## src/logic/ipm_pkg.sv

```systemverilog
// Package for the interrupt and power mode controller: register map, field positions, timing.
// Assumes APB with 32-bit data; each register sits in one aligned word.
package ipm_pkg;
  // Printed offsets are not all multiples of four, so they are register indices
  localparam logic [7:0]  IDX_CORE_POWER_CTRL = 8'h87;
  localparam logic [7:0]  IDX_EXT_FLAG        = 8'h91;
  localparam logic [7:0]  IDX_PRIMARY_PRIO    = 8'hB8;
  localparam logic [7:0]  IDX_SLEEP_FLAG      = 8'hD8;
  localparam logic [7:0]  IDX_EXT_INT_ON      = 8'hE8;
  localparam logic [7:0]  IDX_EXT_PRIO        = 8'hF8;
  localparam logic [7:0]  IDX_PRIMARY_INT_ON  = 8'hA8;
  localparam logic [7:0]  IDX_SAVE_MODE_CTRL  = 8'hF1;
  localparam logic [7:0]  IDX_WAKE_SETTLE     = 8'hF4;
  localparam logic [7:0]  IDX_STATUS          = 8'hFC;
  localparam int          ADDR_W              = 10;
  // Field positions
  localparam int          GLOBAL_GATE_BIT     = 7;
  localparam int          HALT_BIT            = 1;
  localparam int          IDLE_BIT            = 0;
  localparam int          SLEEP_PEND_BIT      = 3;
  localparam int          SAVE_GO_BIT         = 2;
  // Writable masks and reset values
  localparam logic [7:0]  PRIMARY_MASK        = 8'hDF;
  localparam logic [7:0]  PRIMARY_PRIO_MASK   = 8'h5F;
  localparam logic [7:0]  EXT_ON_MASK         = 8'h7F;
  localparam logic [7:0]  EXT_FLAG_MASK       = 8'hF0;
  localparam logic [7:0]  REG_RESET           = 8'h00;
  localparam logic [7:0]  WAKE_SETTLE_RESET   = 8'h11;
  // Save modes
  localparam logic [1:0]  MODE_RUN            = 2'h0;
  localparam logic [1:0]  MODE_LIGHT          = 2'h1;
  localparam logic [1:0]  MODE_DEEP           = 2'h2;
  localparam logic [1:0]  MODE_OFF            = 2'h3;
  // Timing: clock 250 MHz, reset wake about 1001 us, settle unit 1 us (chosen)
  localparam int          CLK_MHZ             = 250;
  localparam int          RESET_WAKE_US       = 1001;
  localparam int          RESET_WAKE_CYC      = RESET_WAKE_US * CLK_MHZ;
  localparam int          SETTLE_UNIT_US      = 1;
  localparam int          SETTLE_UNIT_CYC     = SETTLE_UNIT_US * CLK_MHZ;
  localparam int          NSRC                = 15;
  // Power controller states, one-hot
  typedef enum logic [3:0] {
    IPM_RUN    = 4'h1,
    IPM_ARMED  = 4'h2,
    IPM_SLEEP  = 4'h4,
    IPM_SETTLE = 4'h8
  } ipm_pwr_e;
endpackage

```

## src/logic/ipm_ctrl.sv

```systemverilog
// Interrupt enable, priority, pending flags and chip power-saving control with APB registers.
// Assumes the core acknowledges the presented vector and that sleep sequencing is done by software.
//
// Contract
// RL1: Primary enables per source, gated globally
// RL2: Bit 7 global gate blocks all requests
// RL3: Primary priority bits select high level
// RL4: Extended enable bits for seven sources
// RL5: Extended priority bits mirror extended enables
// RL6: Equal level: lower interrupt number first
// RL7: Extended flags set on source trigger
// RL8: Sleep timer pending flag at bit three
// RL9: Request needs flag, enable and gate
// RL10: Save mode select, entered by start bit
// RL11: Wake sources differ per sleep mode
// RL12: Regulator and oscillator states per mode
// RL13: Sleep timer wake holds core for settling
// RL14: Software programs settle delay at least 0x11
// RL15: Reset wake returns after about 1001 us
// RL16: Halt bit set right after start bit
// RL17: Halt bit stops all core clocks
// RL18: Leaving halt runs the waking handler first
// RL19: Idle bit stops core, cleared by interrupt
//
// Chosen here: the APB register port.
`timescale 1ns/1ns
module ipm_ctrl
  import ipm_pkg::*;
#(
  parameter int RESET_WAKE_CYCLES = RESET_WAKE_CYC
)
(
  input  wire logic              pclk,
  input  wire logic              presetn,
  input  wire logic              psel,
  input  wire logic              penable,
  input  wire logic              pwrite,
  input  wire logic [ADDR_W-1:0] paddr,
  input  wire logic [31:0]       pwdata,
  output logic [31:0]            prdata,
  output logic                   pready,
  output logic                   pslverr,
  input  wire logic [NSRC-1:0]   src_pending,
  input  wire logic              tmr3_trig,
  input  wire logic              aes_trig,
  input  wire logic              tmr2_trig,
  input  wire logic              radio_trig,
  input  wire logic              sleep_tmr_trig,
  input  wire logic              ext_wake,
  input  wire logic              hw_reset_wake,
  input  wire logic              int_ack,
  output logic                   int_req,
  output logic [3:0]             int_num,
  output logic                   core_clk_stop,
  output logic                   core_clk_idle,
  output logic                   analog_regulator,
  output logic                   digital_regulator,
  output logic                   main_osc_on,
  output logic                   sleep_tmr_on,
  output logic                   regs_lost
);
  import ipm_pkg::*;

  // Software-visible registers and the internal wait counter
  logic [7:0]  primary_int_on_reg;  // Global gate and primary enables
  logic [7:0]  primary_prio_reg;    // Primary priorities
  logic [7:0]  ext_int_on_reg;      // Extended enables
  logic [7:0]  ext_prio_reg;        // Extended priorities
  logic [7:0]  ext_flag_reg;        // Extended pending flags
  logic [7:0]  sleep_flag_reg;      // Sleep timer pending flag
  logic [7:0]  core_power_ctrl;     // Halt and idle bits
  logic [1:0]  save_mode_sel_reg;   // Selected save mode
  logic [7:0]  wake_settle_delay;   // Settling delay in microseconds
  ipm_pwr_e    pwr_reg;             // Power sequencer state
  logic [1:0]  active_mode_reg;     // Mode armed by the start bit
  logic [31:0] wait_cnt_reg;        // Settling or reset-wake count

  // Bus decode
  logic        wr_en;               // Write takes effect this edge
  logic        rd_en;               // Read access phase; prdata was loaded at the setup edge
  logic [7:0]  idx;                 // Register index
  logic        mapped;              // Index hits a register
  logic [7:0]  rd_val;              // Read mux
  logic [7:0]  wbyte;               // Low write byte

  // Interrupt vectors by fixed number
  logic [NSRC-1:0] flag_vec;        // Pending per number
  logic [NSRC-1:0] on_vec;          // Enable per number
  logic [NSRC-1:0] hi_vec;          // Priority per number
  logic [NSRC-1:0] qual;            // Qualified requests
  logic            arb_any;         // Any qualified
  logic [3:0]      arb_num;         // Winner number
  logic            wake_evt;        // A wake source hit while asleep
  logic            halt_wake;       // Enabled interrupt ends halt/idle

  assign wr_en = psel & penable & pwrite;
  assign rd_en = psel & penable & ~pwrite;
  assign idx   = paddr[ADDR_W-1:2];
  assign wbyte = pwdata[7:0];

  // Read mux; reserved bits read zero
  always_comb begin
    mapped = 1'b1;
    case (idx)
      IDX_PRIMARY_INT_ON:  rd_val = primary_int_on_reg;
      IDX_PRIMARY_PRIO:    rd_val = primary_prio_reg;
      IDX_EXT_INT_ON:      rd_val = ext_int_on_reg;
      IDX_EXT_PRIO:        rd_val = ext_prio_reg;
      IDX_EXT_FLAG:        rd_val = ext_flag_reg;
      IDX_SLEEP_FLAG:      rd_val = sleep_flag_reg;
      IDX_CORE_POWER_CTRL: rd_val = core_power_ctrl;
      IDX_SAVE_MODE_CTRL:  rd_val = {6'h00, save_mode_sel_reg};
      IDX_WAKE_SETTLE:     rd_val = wake_settle_delay;
      IDX_STATUS:          rd_val = {2'h0, active_mode_reg, pwr_reg};
      default: begin
        rd_val = 8'h00;
        mapped = 1'b0;
      end
    endcase
  end

  // APB answer: zero wait states, error on unmapped index
  always_ff @(posedge pclk or negedge presetn) begin
    if (!presetn) begin
      prdata  <= 32'h0000_0000;
      pready  <= 1'b0;
      pslverr <= 1'b0;
    end else begin
      pready  <= psel & ~penable;
      pslverr <= psel & ~penable & ~mapped;
      if (psel & ~penable & ~pwrite) begin
        prdata <= {24'h00_0000, rd_val};
      end
    end
  end

  // Bus valid at the access edge with pready high
  logic acc;
  assign acc = pready;

  // Enable and priority registers
  always_ff @(posedge pclk or negedge presetn) begin
    if (!presetn) begin
      primary_int_on_reg <= REG_RESET;
      primary_prio_reg   <= REG_RESET;
      ext_int_on_reg     <= REG_RESET;
      ext_prio_reg       <= REG_RESET;
    end else if (wr_en && acc) begin
      case (idx)
        IDX_PRIMARY_INT_ON: primary_int_on_reg <= wbyte & PRIMARY_MASK;      // RL1 RL2
        IDX_PRIMARY_PRIO:   primary_prio_reg   <= wbyte & PRIMARY_PRIO_MASK; // RL3
        IDX_EXT_INT_ON:     ext_int_on_reg     <= wbyte & EXT_ON_MASK;       // RL4
        IDX_EXT_PRIO:       ext_prio_reg       <= wbyte & EXT_ON_MASK;       // RL5
        default: ;
      endcase
    end
  end

  logic [7:0] ext_flag_next;        // Extended flags after clear and set
  logic       sleep_pend_next;      // Sleep timer flag after clear and set

  // Next flags: software write, then ack of the presented number, then triggers
  // Triggers are applied last so an event in the clearing cycle is never lost
  always_comb begin
    ext_flag_next   = ext_flag_reg;
    sleep_pend_next = sleep_flag_reg[SLEEP_PEND_BIT];
    if (wr_en && acc && idx == IDX_EXT_FLAG) begin
      ext_flag_next = wbyte & EXT_FLAG_MASK;
    end
    if (wr_en && acc && idx == IDX_SLEEP_FLAG) begin
      sleep_pend_next = wbyte[SLEEP_PEND_BIT];
    end
    // The core acknowledges the number it was shown, not a newer winner
    if (int_ack) begin
      case (int_num)
        4'h8: ext_flag_next[4] = 1'b0;
        4'h9: ext_flag_next[5] = 1'b0;
        4'hA: ext_flag_next[6] = 1'b0;
        4'hB: ext_flag_next[7] = 1'b0;
        4'hC: sleep_pend_next = 1'b0;
        default: ;
      endcase
    end
    ext_flag_next   = ext_flag_next | {tmr3_trig, aes_trig, tmr2_trig, radio_trig, 4'h0}; // RL7
    sleep_pend_next = sleep_pend_next | sleep_tmr_trig;                                   // RL8
  end

  // Pending flag registers
  always_ff @(posedge pclk or negedge presetn) begin
    if (!presetn) begin
      ext_flag_reg   <= REG_RESET;
      sleep_flag_reg <= REG_RESET;
    end else begin
      ext_flag_reg   <= ext_flag_next;
      sleep_flag_reg <= {4'h0, sleep_pend_next, 3'h0};
    end
  end

  // Map flags, enables and priorities onto fixed numbers (5 and 6 unused)
  always_comb begin
    flag_vec = {src_pending[14:13], sleep_flag_reg[SLEEP_PEND_BIT], ext_flag_reg[7:4],
                src_pending[7], 2'b00, src_pending[4:0]};
    on_vec   = {ext_int_on_reg[6:5], ext_int_on_reg[4], ext_int_on_reg[3], ext_int_on_reg[2],
                ext_int_on_reg[1], ext_int_on_reg[0], primary_int_on_reg[6], 2'b00,
                primary_int_on_reg[4:0]};
    hi_vec   = {ext_prio_reg[6:5], ext_prio_reg[4], ext_prio_reg[3], ext_prio_reg[2],
                ext_prio_reg[1], ext_prio_reg[0], primary_prio_reg[6], 2'b00,
                primary_prio_reg[4:0]};
    qual     = flag_vec & on_vec & {NSRC{primary_int_on_reg[GLOBAL_GATE_BIT]}}; // RL9 RL1 RL2
  end

  ipm_arbiter i_ipm_arbiter (
    .req     (qual),
    .prio_hi (hi_vec),
    .any     (arb_any),
    .num     (arb_num)
  );

  // Request to core, held off whenever the sequencer is not in run (armed, sleep or settle)
  always_ff @(posedge pclk or negedge presetn) begin
    if (!presetn) begin
      int_req <= 1'b0;
      int_num <= 4'h0;
    end else begin
      int_req <= arb_any & (pwr_reg == IPM_RUN);  // RL13
      int_num <= arb_num;                         // RL6
    end
  end

  // Interrupt that ends core halt or idle; the handler then runs before the next instruction
  assign halt_wake = arb_any;

  // Core halt and idle bits
  always_ff @(posedge pclk or negedge presetn) begin
    if (!presetn) begin
      core_power_ctrl <= REG_RESET;
    end else if (wr_en && acc && idx == IDX_CORE_POWER_CTRL) begin
      core_power_ctrl <= {6'h00, wbyte[HALT_BIT], wbyte[IDLE_BIT]}; // RL17 RL19
    end else if (halt_wake && pwr_reg == IPM_RUN) begin
      core_power_ctrl <= REG_RESET; // RL18 RL19
    end
  end

  // Save mode select and settling delay
  always_ff @(posedge pclk or negedge presetn) begin
    if (!presetn) begin
      save_mode_sel_reg <= MODE_RUN;
      wake_settle_delay <= WAKE_SETTLE_RESET;
    end else if (wr_en && acc) begin
      if (idx == IDX_SAVE_MODE_CTRL) begin
        save_mode_sel_reg <= wbyte[1:0]; // RL10
      end
      if (idx == IDX_WAKE_SETTLE) begin
        wake_settle_delay <= wbyte; // RL14
      end
    end
  end

  // Wake qualification per mode
  always_comb begin
    wake_evt = ext_wake | ((active_mode_reg != MODE_OFF) & sleep_tmr_trig); // RL11
  end

  // Power sequencer: armed by start bit, sleeps once halt is set
  always_ff @(posedge pclk or negedge presetn) begin
    if (!presetn) begin
      pwr_reg         <= IPM_RUN;
      active_mode_reg <= MODE_RUN;
      wait_cnt_reg    <= 32'h0000_0000;
    end else begin
      case (pwr_reg)
        IPM_RUN: begin
          if (wr_en && acc && idx == IDX_SAVE_MODE_CTRL && wbyte[SAVE_GO_BIT]
              && wbyte[1:0] != MODE_RUN) begin
            active_mode_reg <= wbyte[1:0]; // RL10
            pwr_reg         <= IPM_ARMED;
          end
        end
        IPM_ARMED: begin
          // Halt write must follow next; any other write abandons entry, reads do not
          if (wr_en && acc) begin
            pwr_reg <= (idx == IDX_CORE_POWER_CTRL && wbyte[HALT_BIT]) ? IPM_SLEEP : IPM_RUN; // RL16
          end
        end
        IPM_SLEEP: begin
          if (hw_reset_wake) begin
            wait_cnt_reg <= 32'(RESET_WAKE_CYCLES); // RL15
            pwr_reg      <= IPM_SETTLE;
          end else if (wake_evt) begin
            wait_cnt_reg <= 32'(wake_settle_delay) * 32'(SETTLE_UNIT_CYC); // RL13
            pwr_reg      <= IPM_SETTLE;
          end
        end
        IPM_SETTLE: begin
          if (wait_cnt_reg <= 32'h0000_0001) begin
            pwr_reg         <= IPM_RUN;
            active_mode_reg <= MODE_RUN;
          end else begin
            wait_cnt_reg <= wait_cnt_reg - 32'h0000_0001;
          end
        end
        default: pwr_reg <= IPM_RUN;
      endcase
    end
  end

  // Supply and clock controls per mode
  always_ff @(posedge pclk or negedge presetn) begin
    if (!presetn) begin
      analog_regulator  <= 1'b1;
      digital_regulator <= 1'b1;
      main_osc_on       <= 1'b1;
      sleep_tmr_on      <= 1'b1;
      regs_lost         <= 1'b0;
      core_clk_stop     <= 1'b0;
      core_clk_idle     <= 1'b0;
    end else begin
      // Oscillator restarts during settle so the core resumes on a stable clock
      analog_regulator  <= (pwr_reg != IPM_SLEEP);                                       // RL12
      main_osc_on       <= (pwr_reg != IPM_SLEEP);                                       // RL12
      digital_regulator <= (pwr_reg != IPM_SLEEP) | (active_mode_reg == MODE_LIGHT);     // RL12
      sleep_tmr_on      <= (pwr_reg != IPM_SLEEP) | (active_mode_reg != MODE_OFF);       // RL12
      regs_lost         <= (pwr_reg == IPM_SLEEP) & (active_mode_reg[1]);                // RL12
      core_clk_stop     <= core_power_ctrl[HALT_BIT] | (pwr_reg == IPM_SETTLE);           // RL17 RL13
      core_clk_idle     <= core_power_ctrl[IDLE_BIT];                                    // RL19
    end
  end
endmodule

```

## src/logic/ipm_arbiter.sv

```systemverilog
// Picks the request to present to the core from qualified sources.
// Assumes source index equals the fixed interrupt number; lower wins at equal level.
`timescale 1ns/1ns
module ipm_arbiter
  import ipm_pkg::*;
(
  input  wire logic [NSRC-1:0] req,
  input  wire logic [NSRC-1:0] prio_hi,
  output logic                 any,
  output logic [3:0]           num
);
  // Lowest set index of a vector
  function automatic logic [3:0] ipm_first(input logic [NSRC-1:0] v);
    ipm_first = 4'h0;
    for (int i = NSRC - 1; i >= 0; i--) begin
      if (v[i]) begin
        ipm_first = 4'(i);
      end
    end
  endfunction

  logic [NSRC-1:0] hi_req; // High-priority subset

  // High level beats low, then the lower number
  always_comb begin
    hi_req = req & prio_hi;
    any    = |req;
    num    = (|hi_req) ? ipm_first(hi_req) : ipm_first(req); // RL9 RL6
  end
endmodule

```

## config.mk

```make
export PLATFORM = sky130hd
export DESIGN_NAME = ipm_ctrl
export DESIGN_NICKNAME = d
export VERILOG_FILES = /design/src/logic/ipm_pkg.sv /design/src/logic/ipm_ctrl.sv /design/src/logic/ipm_arbiter.sv
export SDC_FILE = /design/constraint.sdc
export NUM_CORES = 1
export LEC_CHECK = 0
export BUFFER_PORTS_ARGS = -buffer_cell sky130_fd_sc_hd__buf_2
export CORE_MARGIN = 8
export CORE_UTILIZATION = 35
export CTS_CLUSTER_DIAMETER = 120
export DETAILED_ROUTE_END_ITERATION = 8
export GPL_TIMING_DRIVEN = 0
export HOLD_SLACK_MARGIN = 0.06
export SLEW_MARGIN = 0
export SYNTH_ARGS = -nofsm -noshare
export SYNTH_HDL_FRONTEND = slang
export SYNTH_SLANG_ARGS = --single-unit
export TNS_END_PERCENT = 30
```

## constraint.sdc

```tcl
create_clock -name pclk -period 8.3 [get_ports pclk]
set_clock_uncertainty 0.05 [all_clocks]
set_input_delay 1.245 -clock pclk [delete_from_list [all_inputs] [get_ports pclk]]
set_output_delay 1.245 -clock pclk [all_outputs]
set_load 0.02 [all_outputs]
```

======== Yosys cells after proc, flatten, opt, wreduce, memory -nomap -nowiden ========
Cells that the tools add are included.
word-level totals
  bits in registers ....................... 113
  bits in latches ......................... 0
  RAM bits ................................ 0
  ROM bits ................................ 0
  input port bits ......................... 70
  word-level logic and storage cells ...... 156
  memories ................................ 0
cells by class
  add/subtract/negate cells ............... 1
  $mul .................................... 1
  div/mod/pow operators ................... 0
  magnitude comparators ................... 1
  equality and inequality tests ........... 27
  shift-type cells ........................ 0
  mux-type cells .......................... 58
  bitwise gates (word level) .............. 20
  reduce and logical (&&, ||, !) cells .... 25
operator list
  kind                   count
  $mux 4                 37
  $mux 32                3
  $eq 8x8->1 const B     10
  $pmux 8 s10            1
  $pmux 32 s2            1
  $and 15x15->15         3
  $le 32x1->1 const B    1
  $sub 32x1->32 const B  1
  $reduce_or 15->1       2
  $eq 4x4->1 const B     6
  $mux 8                 3
  $pmux 4 s4             1
  $mul 8x7->15 const B   1
  $reduce_and 2->1       6
  $reduce_or 10->1       1
  $logic_and 1x1->1      9
  $and 1x1->1            8
  $mux 1                 8
  $ne 2x2->1 const B     4
  $or 8x8->8             1
  $reduce_bool 2->1      4
  $reduce_and 3->1       2
  $or 1x1->1             5
  $eq 4x1->1 const B     1
  other kinds (11)       14

======== Longest topological paths before layout ========
Gate-level depths: netlist of the first run.
  depth in word-level cells ............... 19
  depth in mapped cells ................... 14
  depth with buffers taken out ............ 14

======== By module ========
Synthesis of the first run repeated with hierarchy kept, for this count alone.
unflattened totals
  cell total of the unflattened synthesis .. 762
  area total of the unflattened synthesis .. 7279.5 um^2
by module, submodules not included
  module       instances  cells an instance  area each (um^2)
  ipm_ctrl     1          697                6875.3
  ipm_arbiter  1          65                 404.1

======== Worst setup path before layout of the first run ========
Ideal clock, no wire load.
  kind .................................... register to register
  from .................................... reg wake_settle_delay[1]
  to ...................................... reg wait_cnt_reg[14]
  setup time .............................. 0.087 ns
  arrival time ............................ 3.983 ns
  slack ................................... 4.180 ns
  stages on the path, launching flop included .. 14
  path through ............................ dfrtp_1 > fa_1 > inv_1 > fa_1 > fa_1 > fa_1 > inv_1 > ha_1 > o21ai_0 > a21oi_1 > or4_1 > a31o_2 > xnor2_1 > a22oi_1
between the ends
  longest elaborated chain between the ends .. 4
ends and longest elaborated chain
  element                   RTL line         source
  start: declaration        ipm_ctrl.sv:73   logic [7:0] wake_settle_delay;
  start signal: assignment  ipm_ctrl.sv:254  wake_settle_delay <= wbyte;
  $mul 8x7->15              ipm_ctrl.sv:290  wait_cnt_reg <= 32'(wake_settle_delay) * 32'(SETTLE_UNIT_CYC);
  $mux 32                   ipm_ctrl.sv:289  end else if (wake_evt) begin
  $mux 32                   ipm_ctrl.sv:286  if (hw_reset_wake) begin
  $pmux 32 s2               ipm_ctrl.sv:271  case (pwr_reg)
  end signal: assignment    ipm_ctrl.sv:287  wait_cnt_reg <= 32'(RESET_WAKE_CYCLES);
  end signal: assignment    ipm_ctrl.sv:290
  end signal: assignment    ipm_ctrl.sv:299  wait_cnt_reg <= wait_cnt_reg - 32'h0000_0001;
  end: declaration          ipm_ctrl.sv:76   logic [31:0] wait_cnt_reg;
No other way between the ends. The select of a mux whose other input is x is not followed.
A chain may end at the register's enable or synchronous reset.

======== Final worst setup path of the first run ========
Ends and elaborated chain as after synthesis.

==> reports/qor.yml, run 1 <==
status: "completed"
min_period_over_period_pct: 53.7
seq_area_frac_synth_pct: 35.0
grt_start_max_net_pins: 68
postCtsHoldBufs: 0
end_kind: "flop"
ir_drop_v: 0.0000913
routed_wl_um: 20200
core_mm2: 0.0209
root_buffer: "clkbuf_16"
synth_area_mm2: 0.00739
place_ws_ns: 3.84
clock_latency_ns: 0.35
ys_seq_elements: 103
worst_slack_ns: 3.85
io_buffers: 56
post_cts_buffers: 0
slew_headroom_pct: 18.2
cp_max_fo: 8
routedWlPerCell_um: 17.3
hpwl_um: 15400
start_util_pct: 35.4
synthTopCellsByCount: "dfrtp_1, nor2_1, nand2_1, o21ai_0, a21oi_1"
pin_count: 116
clockBufferDepth: 2
dieHeight_um: 161
postRouteAntennaNets: 0
syn_inst: 800
syn2layout_area_growth_pct: 14.4
worstSetupPathType: "reg -> reg"
cp.required_ns: 8.47
cpMaxStageDelayCell: "fa_1"
tightestPinTransition_ns: 1.21
route.detailed.drc: 0
maxCapViolCount: 0
tns_ns: 0
synthArstFlopShare_pct: 100
htreeDepth: 3
clkTransAtPathRegs_ns: 0.07
synth_ff_type: "dfrtp_1"
overflow: 0
synth_largest_area_cell: "dfrtp_1"
rows: 53
grt_pass1_vias: 6044
fin_util_pct: 40.5
cts_resized: 0
synth_edf_count: 0
maxSlewViolCount: 0
dr.pass1.iters: 5
cts_tree: "built"
gp_congestion: 0.902
period_minus_slack_ns: 4.45
max_freq_mhz: 225
yosys.area.top_type_share_pct: 32.8
antenna_cells: 0
drt_iter0_drc: 495
grt_antenna_before_repair: 1
vias: 6264
clock_sinks: 103
yosys-top-cells-area: "dfrtp_1, ha_1, mux2_2, fa_1, o21ai_0"
syn_area_per_cell_um2: 9.24
cp_common_cell: "fa_1"
synth_most_common_cell: "dfrtp_1"
drive_above_1_share_pct: 19.0
crit_chain: "fa_1 > xor2_1 > ha_1 > inv_1 > fa_1 > fa_1 > inv_1 > ha_1 > o21ai_0 > a21oi_1 > or4_1 > a31o_2 > xnor2_1 > a22oi_1"
critical_path_arrival_ns: 4.63
cpPeakStageDelay_ns: 0.63
instances_no_fill: 1171
dp_cells: 1155
largest_register_ffs: 32
netlist-cell-type-count: 79
final_hold_viol_count: 0
setup_viol: 0
groute.usage.overall_pct: 15.6
vias_per_cell: 5.35
hp-class: "reg -> reg"
p_leak_nw: 3.91
fp.dieW_um: 161
rsz0062_at_grt: "false"
path_delay_family: "adder cells"
power_density_mw_per_mm2: 143
ys_warn_count: 0
critical_path_buf_inv_count: 2
grt_pass1_wl_um: 32900
dieArea_mm2: 0.0260
crit_path_start_kind: "flop"
nNetsFinal: 1023
numCtsBuffers: 9
==> per-layer routing <==
metal	GRT usage, %	wire [um]	vias up
met4	4.76	271	2
met5	0	9	-
li1	-	-	3022
met1	22.3	9640	3022
met2	23.8	9080	198
met3	2.44	1220	20
==> where the power goes <==
group	internal, W	switching, W	total, W
registers	0.000520	0.0000185	0.000539
clock network	0.000274	0.000197	0.000471
logic	0.0000743	0.000121	0.000196
==> worst register-to-register path, delay by kind of cell (launching register included) <==
| family | cells | cell delay (ns) |
|---|---|---|
| adders and majority gates | 5 | 2.17 |
| DFF | 1 | 0.53 |
| and+or+nand+nor | 1 | 0.46 |
| AOI/OAI and AO/OA | 4 | 0.63 |
| buffers and inverters | 2 | 0.12 |
| xor gates and xnor gates | 2 | 0.39 |
==> final timing paths <==
path	from	end	slack (ns)	cells after the start
setup / recovery	wake_settle_delay[1]$_DFFE_PN0P_	wait_cnt_reg[14]$_DFFE_PN0P_	3.85	14
hold / removal	core_power_ctrl[0]$_DFFE_PN0P_	core_clk_idle$_DFF_PN0_	0.38	0
setup reg to reg	wake_settle_delay[1]$_DFFE_PN0P_	wait_cnt_reg[14]$_DFFE_PN0P_	3.85	14
hold reg to reg	core_power_ctrl[0]$_DFFE_PN0P_	core_clk_idle$_DFF_PN0_	0.38	0
max in group asynchronous	presetn	main_osc_on$_DFF_PN1_	6.61	2
min in group asynchronous	presetn	wait_cnt_reg[12]$_DFFE_PN0P_	0.83	1
==> placed cells by master, fill, tap and decap left out, drive strengths merged, types with 12 or more instances in the layout <==
| cell type | n |
|---|---|
| o21ai | 55 |
| a21oi | 47 |
| mux2 | 38 |
| dfrtp | 97 |
| ha | 41 |
| a31oi | 12 |
| nand2 | 56 |
| inv | 48 |
| clkbuf | 33 |
| fa | 21 |
| nand4 | 24 |
| buf | 95 |
| nand2b | 15 |
| nand3 | 24 |
| conb | 24 |
| nor2 | 63 |
| and2 | 18 |
| nor3 | 25 |
==> through the flow <==
step                      hold slack, ns  total power, W  cell area (um^2)
after CTS                          0.384         0.00122              8460
final                              0.378         0.00121              8460
after floorplan                    0.325        0.000675              7480
after global placement             0.369        0.000741              8100
after global routing               0.408         0.00126              8460
after detailed placement           0.369        0.000745              8130
==> layout make-up <==
type,instances,area (um^2)
multi-input combinational,613,4330
inverter,47,179
clock inverter,5,81.3
sequential,103,2580
buffer,60,383
tap,275,344
timing repair buffer,57,310
fill,2124,12400
clock buffer,11,243
==> logic make-up after synthesis <==
group,synth area share (%)
AND/OR/NAND/NOR,20.9
AO/OA/AOI/OAI,14.8
buffers and inverters,7.60
flip-flops,35.0
adder cells (fa/ha/maj),12.6
multiplexers,7.01
XOR/XNOR,2.01
other,0.0507
No activity file was read; power rests on OpenSTA's default activity.
==> inputs of run 2 (changes only) <==
Clock period 8.3 ns to 3.8 ns, I/O delays scaled along.
==> run 2 against run 1 <==
Compared with the run above: the flow now finishes with violations (setup timing); clock power grew 120%; register-to-register slack lost 4.1 ns; non-clock buffer count grew 11; critical endpoint unchanged; highest routed layer is now met4.
==> reports/qor.yml, run 2 (synthesis gave the netlist of run 1 again) <==
r2r-start: "wake_settle_delay[1]$_DFFE_PN0P_"
period_minus_slack_ns: 4.07  # -0.383 ns
core_mm2: 0.0209  # unchanged
slew_headroom_pct: 13.1  # -5.1 points
power.share.clock_pct: 38.6  # -0.5 points
cp_max_fo: 3  # -5
multi_input_area_mm2: 0.00445  # +2.7%
worst_slack_ns: -0.271  # -4.12 ns
drt_iter0_drc: 454  # -8.3%
route.detailed.drc: 0  # unchanged
crit_path_start_kind: "flop"
status: "finished, violations left"
io_buffers: 56  # unchanged
instances_no_fill: 1182  # +0.94%
p_total_w: 0.00269  # +120%
comb_power_share_pct: 17.5  # +1.3 points
end_kind: "flop"
rsz0062_at_grt: "true"
vias: 6394  # +2.1%
netSwitchingFraction_pct: 27.9  # -0.046 points
postCtsHoldBufs: 0  # unchanged
vias_per_cell: 5.41  # +1.1%
cpMaxStageDelayCell: "fa_1"
postRouteAntennaNets: 0  # unchanged
fin_util_pct: 41.5  # +1.0 points
numCtsBuffers: 9  # unchanged
cp.required_ns: 4.02  # -4.45 ns
worstSetupPathType: "reg -> reg"
syn2layout_area_growth_pct: 17.3
antenna_cells: 0  # unchanged
routedWlPerCell_um: 17.3  # +0.13%
p_leak_nw: 3.97  # +1.6%
largest_register_ffs: 32  # unchanged
grt_antenna_before_repair: 0  # -1
dieArea_mm2: 0.0260  # unchanged
clkTransAtPathRegs_ns: 0.07  # about the same
seq_power_share_pct: 43.8  # -0.9 points
ff2ff_setup_slack_ns: -0.27  # -4.12 ns
final_cell_mix: "dfrtp_1, nor2_1, buf_2"
setup_viol: 6  # +6
r2r-end: "wait_cnt_reg[14]$_DFFE_PN0P_"
clock_sinks: 103  # unchanged
hpwl_um: 15500  # +0.43%
cpPeakStageDelay_ns: 0.59  # -0.04 ns
dp_cells: 1155  # unchanged
holdWs_ns: 0.147  # -0.232 ns
p_switching_w: 0.000750  # +120%
grt_pass1_wl_um: 33200  # +0.92%
dr.pass1.iters: 5  # unchanged
pin_count: 116  # unchanged
place_ws_ns: -0.694  # -4.53 ns
tightestPinTransition_ns: 1.28  # +0.0757 ns
grt-busiest-layer: "met2"
power_density_mw_per_mm2: 310  # +120%
worstRegToRegCells: 14  # unchanged
hp-class: "in -> async"
critical_path_arrival_ns: 4.29  # -0.34 ns
register_area_mm2: 0.00259  # +0.24%
min_period_over_period_pct: 107  # +53 points
cp_common_cell: "fa_1"
p_int_w: 0.00194  # +120%
drive_above_1_share_pct: 22.9  # +4.0 points
ir_drop_v: 0.000237  # +160%
critical_path_buf_inv_count: 2  # unchanged
fp.dieW_um: 161  # unchanged
cts_tree: "built"
crit_chain: "fa_1 > xor2_1 > ha_1 > inv_2 > fa_1 > fa_1 > inv_2 > ha_4 > o21ai_2 > a21oi_2 > or4_4 > a31o_4 > xnor2_2 > a22oi_1"
start_util_pct: 35.4  # unchanged
maxSlewViolCount: 0  # unchanged
overflow: 0  # unchanged
rows: 53  # unchanged
grtUsageMet2_pct: 23.8  # unchanged
violations: "setup timing"
root_buffer: "clkbuf_16"
htreeDepth: 3  # unchanged
fill_cells: 2082  # -2.0%
gp_congestion: 0.896  # -0.72%
groute.usage.overall_pct: 15.8  # +0.19 points
clockBufferDepth: 2  # unchanged
clock_latency_ns: 0.35  # about the same
max_freq_mhz: 246  # +9.4%
use_met3_pct: 3.03  # +0.59 points
nNetsFinal: 1034  # +1.1%
grt_start_max_net_pins: 68  # unchanged
path_delay_family: "adder cells"
dieHeight_um: 161  # unchanged
maxCapViolCount: 0  # unchanged
final_hold_viol_count: 0  # unchanged
final_common_cell: "dfrtp_1"
grt_pass1_vias: 6192  # +2.4%
use_met1_pct: 22.3  # +0.082 points
routed_wl_um: 20400  # +1.1%
-- run 2: repair_timing --
action                     in CTS  in global routing
setup endpoints to repair       8                  7
setup buffers                   9                  2
gates resized for setup        26                  5
pin swaps                      20                  8
-- run 2: layout make-up --
class,instances,area share [%]
well taps,275,3.97
flip-flops and latches,103,29.9
clock buffers,12,2.96
plain buffers,60,4.42
multi-input cells,613,51.3
inverters,47,2.06
clock inverters,4,0.880
repair buffers,68,4.53
-- run 2: worst max path at each step --
stage | depth (start not counted) | endpoint | start | slack [ns]
after detailed placement | 13 | wait_cnt_reg[15]$_DFFE_PN0P_ | wake_settle_delay[5]$_DFFE_PN0P_ | -0.69
after floorplan | 14 | wait_cnt_reg[14]$_DFFE_PN0P_ | wake_settle_delay[0]$_DFFE_PN1P_ | -0.23
after global routing | 14 | wait_cnt_reg[14]$_DFFE_PN0P_ | wake_settle_delay[1]$_DFFE_PN0P_ | -0.37
after CTS | 14 | wait_cnt_reg[14]$_DFFE_PN0P_ | wake_settle_delay[0]$_DFFE_PN1P_ | -0.32
after global placement | 13 | wait_cnt_reg[15]$_DFFE_PN0P_ | wake_settle_delay[5]$_DFFE_PN0P_ | -0.65
final | 14 | wait_cnt_reg[14]$_DFFE_PN0P_ | wake_settle_delay[1]$_DFFE_PN0P_ | -0.27
-- run 2: routing by layer --
layer,routed length [um],part of all wire (%)
met2,9040,44
met1,9710,48
met4,412,2.0
met3,1280,6.3
met5,0,0
-- run 2: power groups by stage --
stage | clock network (W) | registers, W | logic, W
5_1_grt | 0.00111 | 0.00118 | 0.000525
3_5_place_dp | 0 | 0.00120 | 0.000433
2_1_floorplan | 0 | 0.00120 | 0.000277
4_1_cts | 0.00106 | 0.00118 | 0.000468
3_3_place_gp | 0 | 0.00120 | 0.000427
6_report | 0.00104 | 0.00118 | 0.000472
-- run 2: metrics by stage --
stage	instance area (um^2)	TNS [ns]
3_3_place_gp	8130	-3.00
4_1_cts	8640	-1.03
5_1_grt	8670	-1.89
2_1_floorplan	7500	-0.548
3_5_place_dp	8160	-3.16
6_report	8670	-0.843
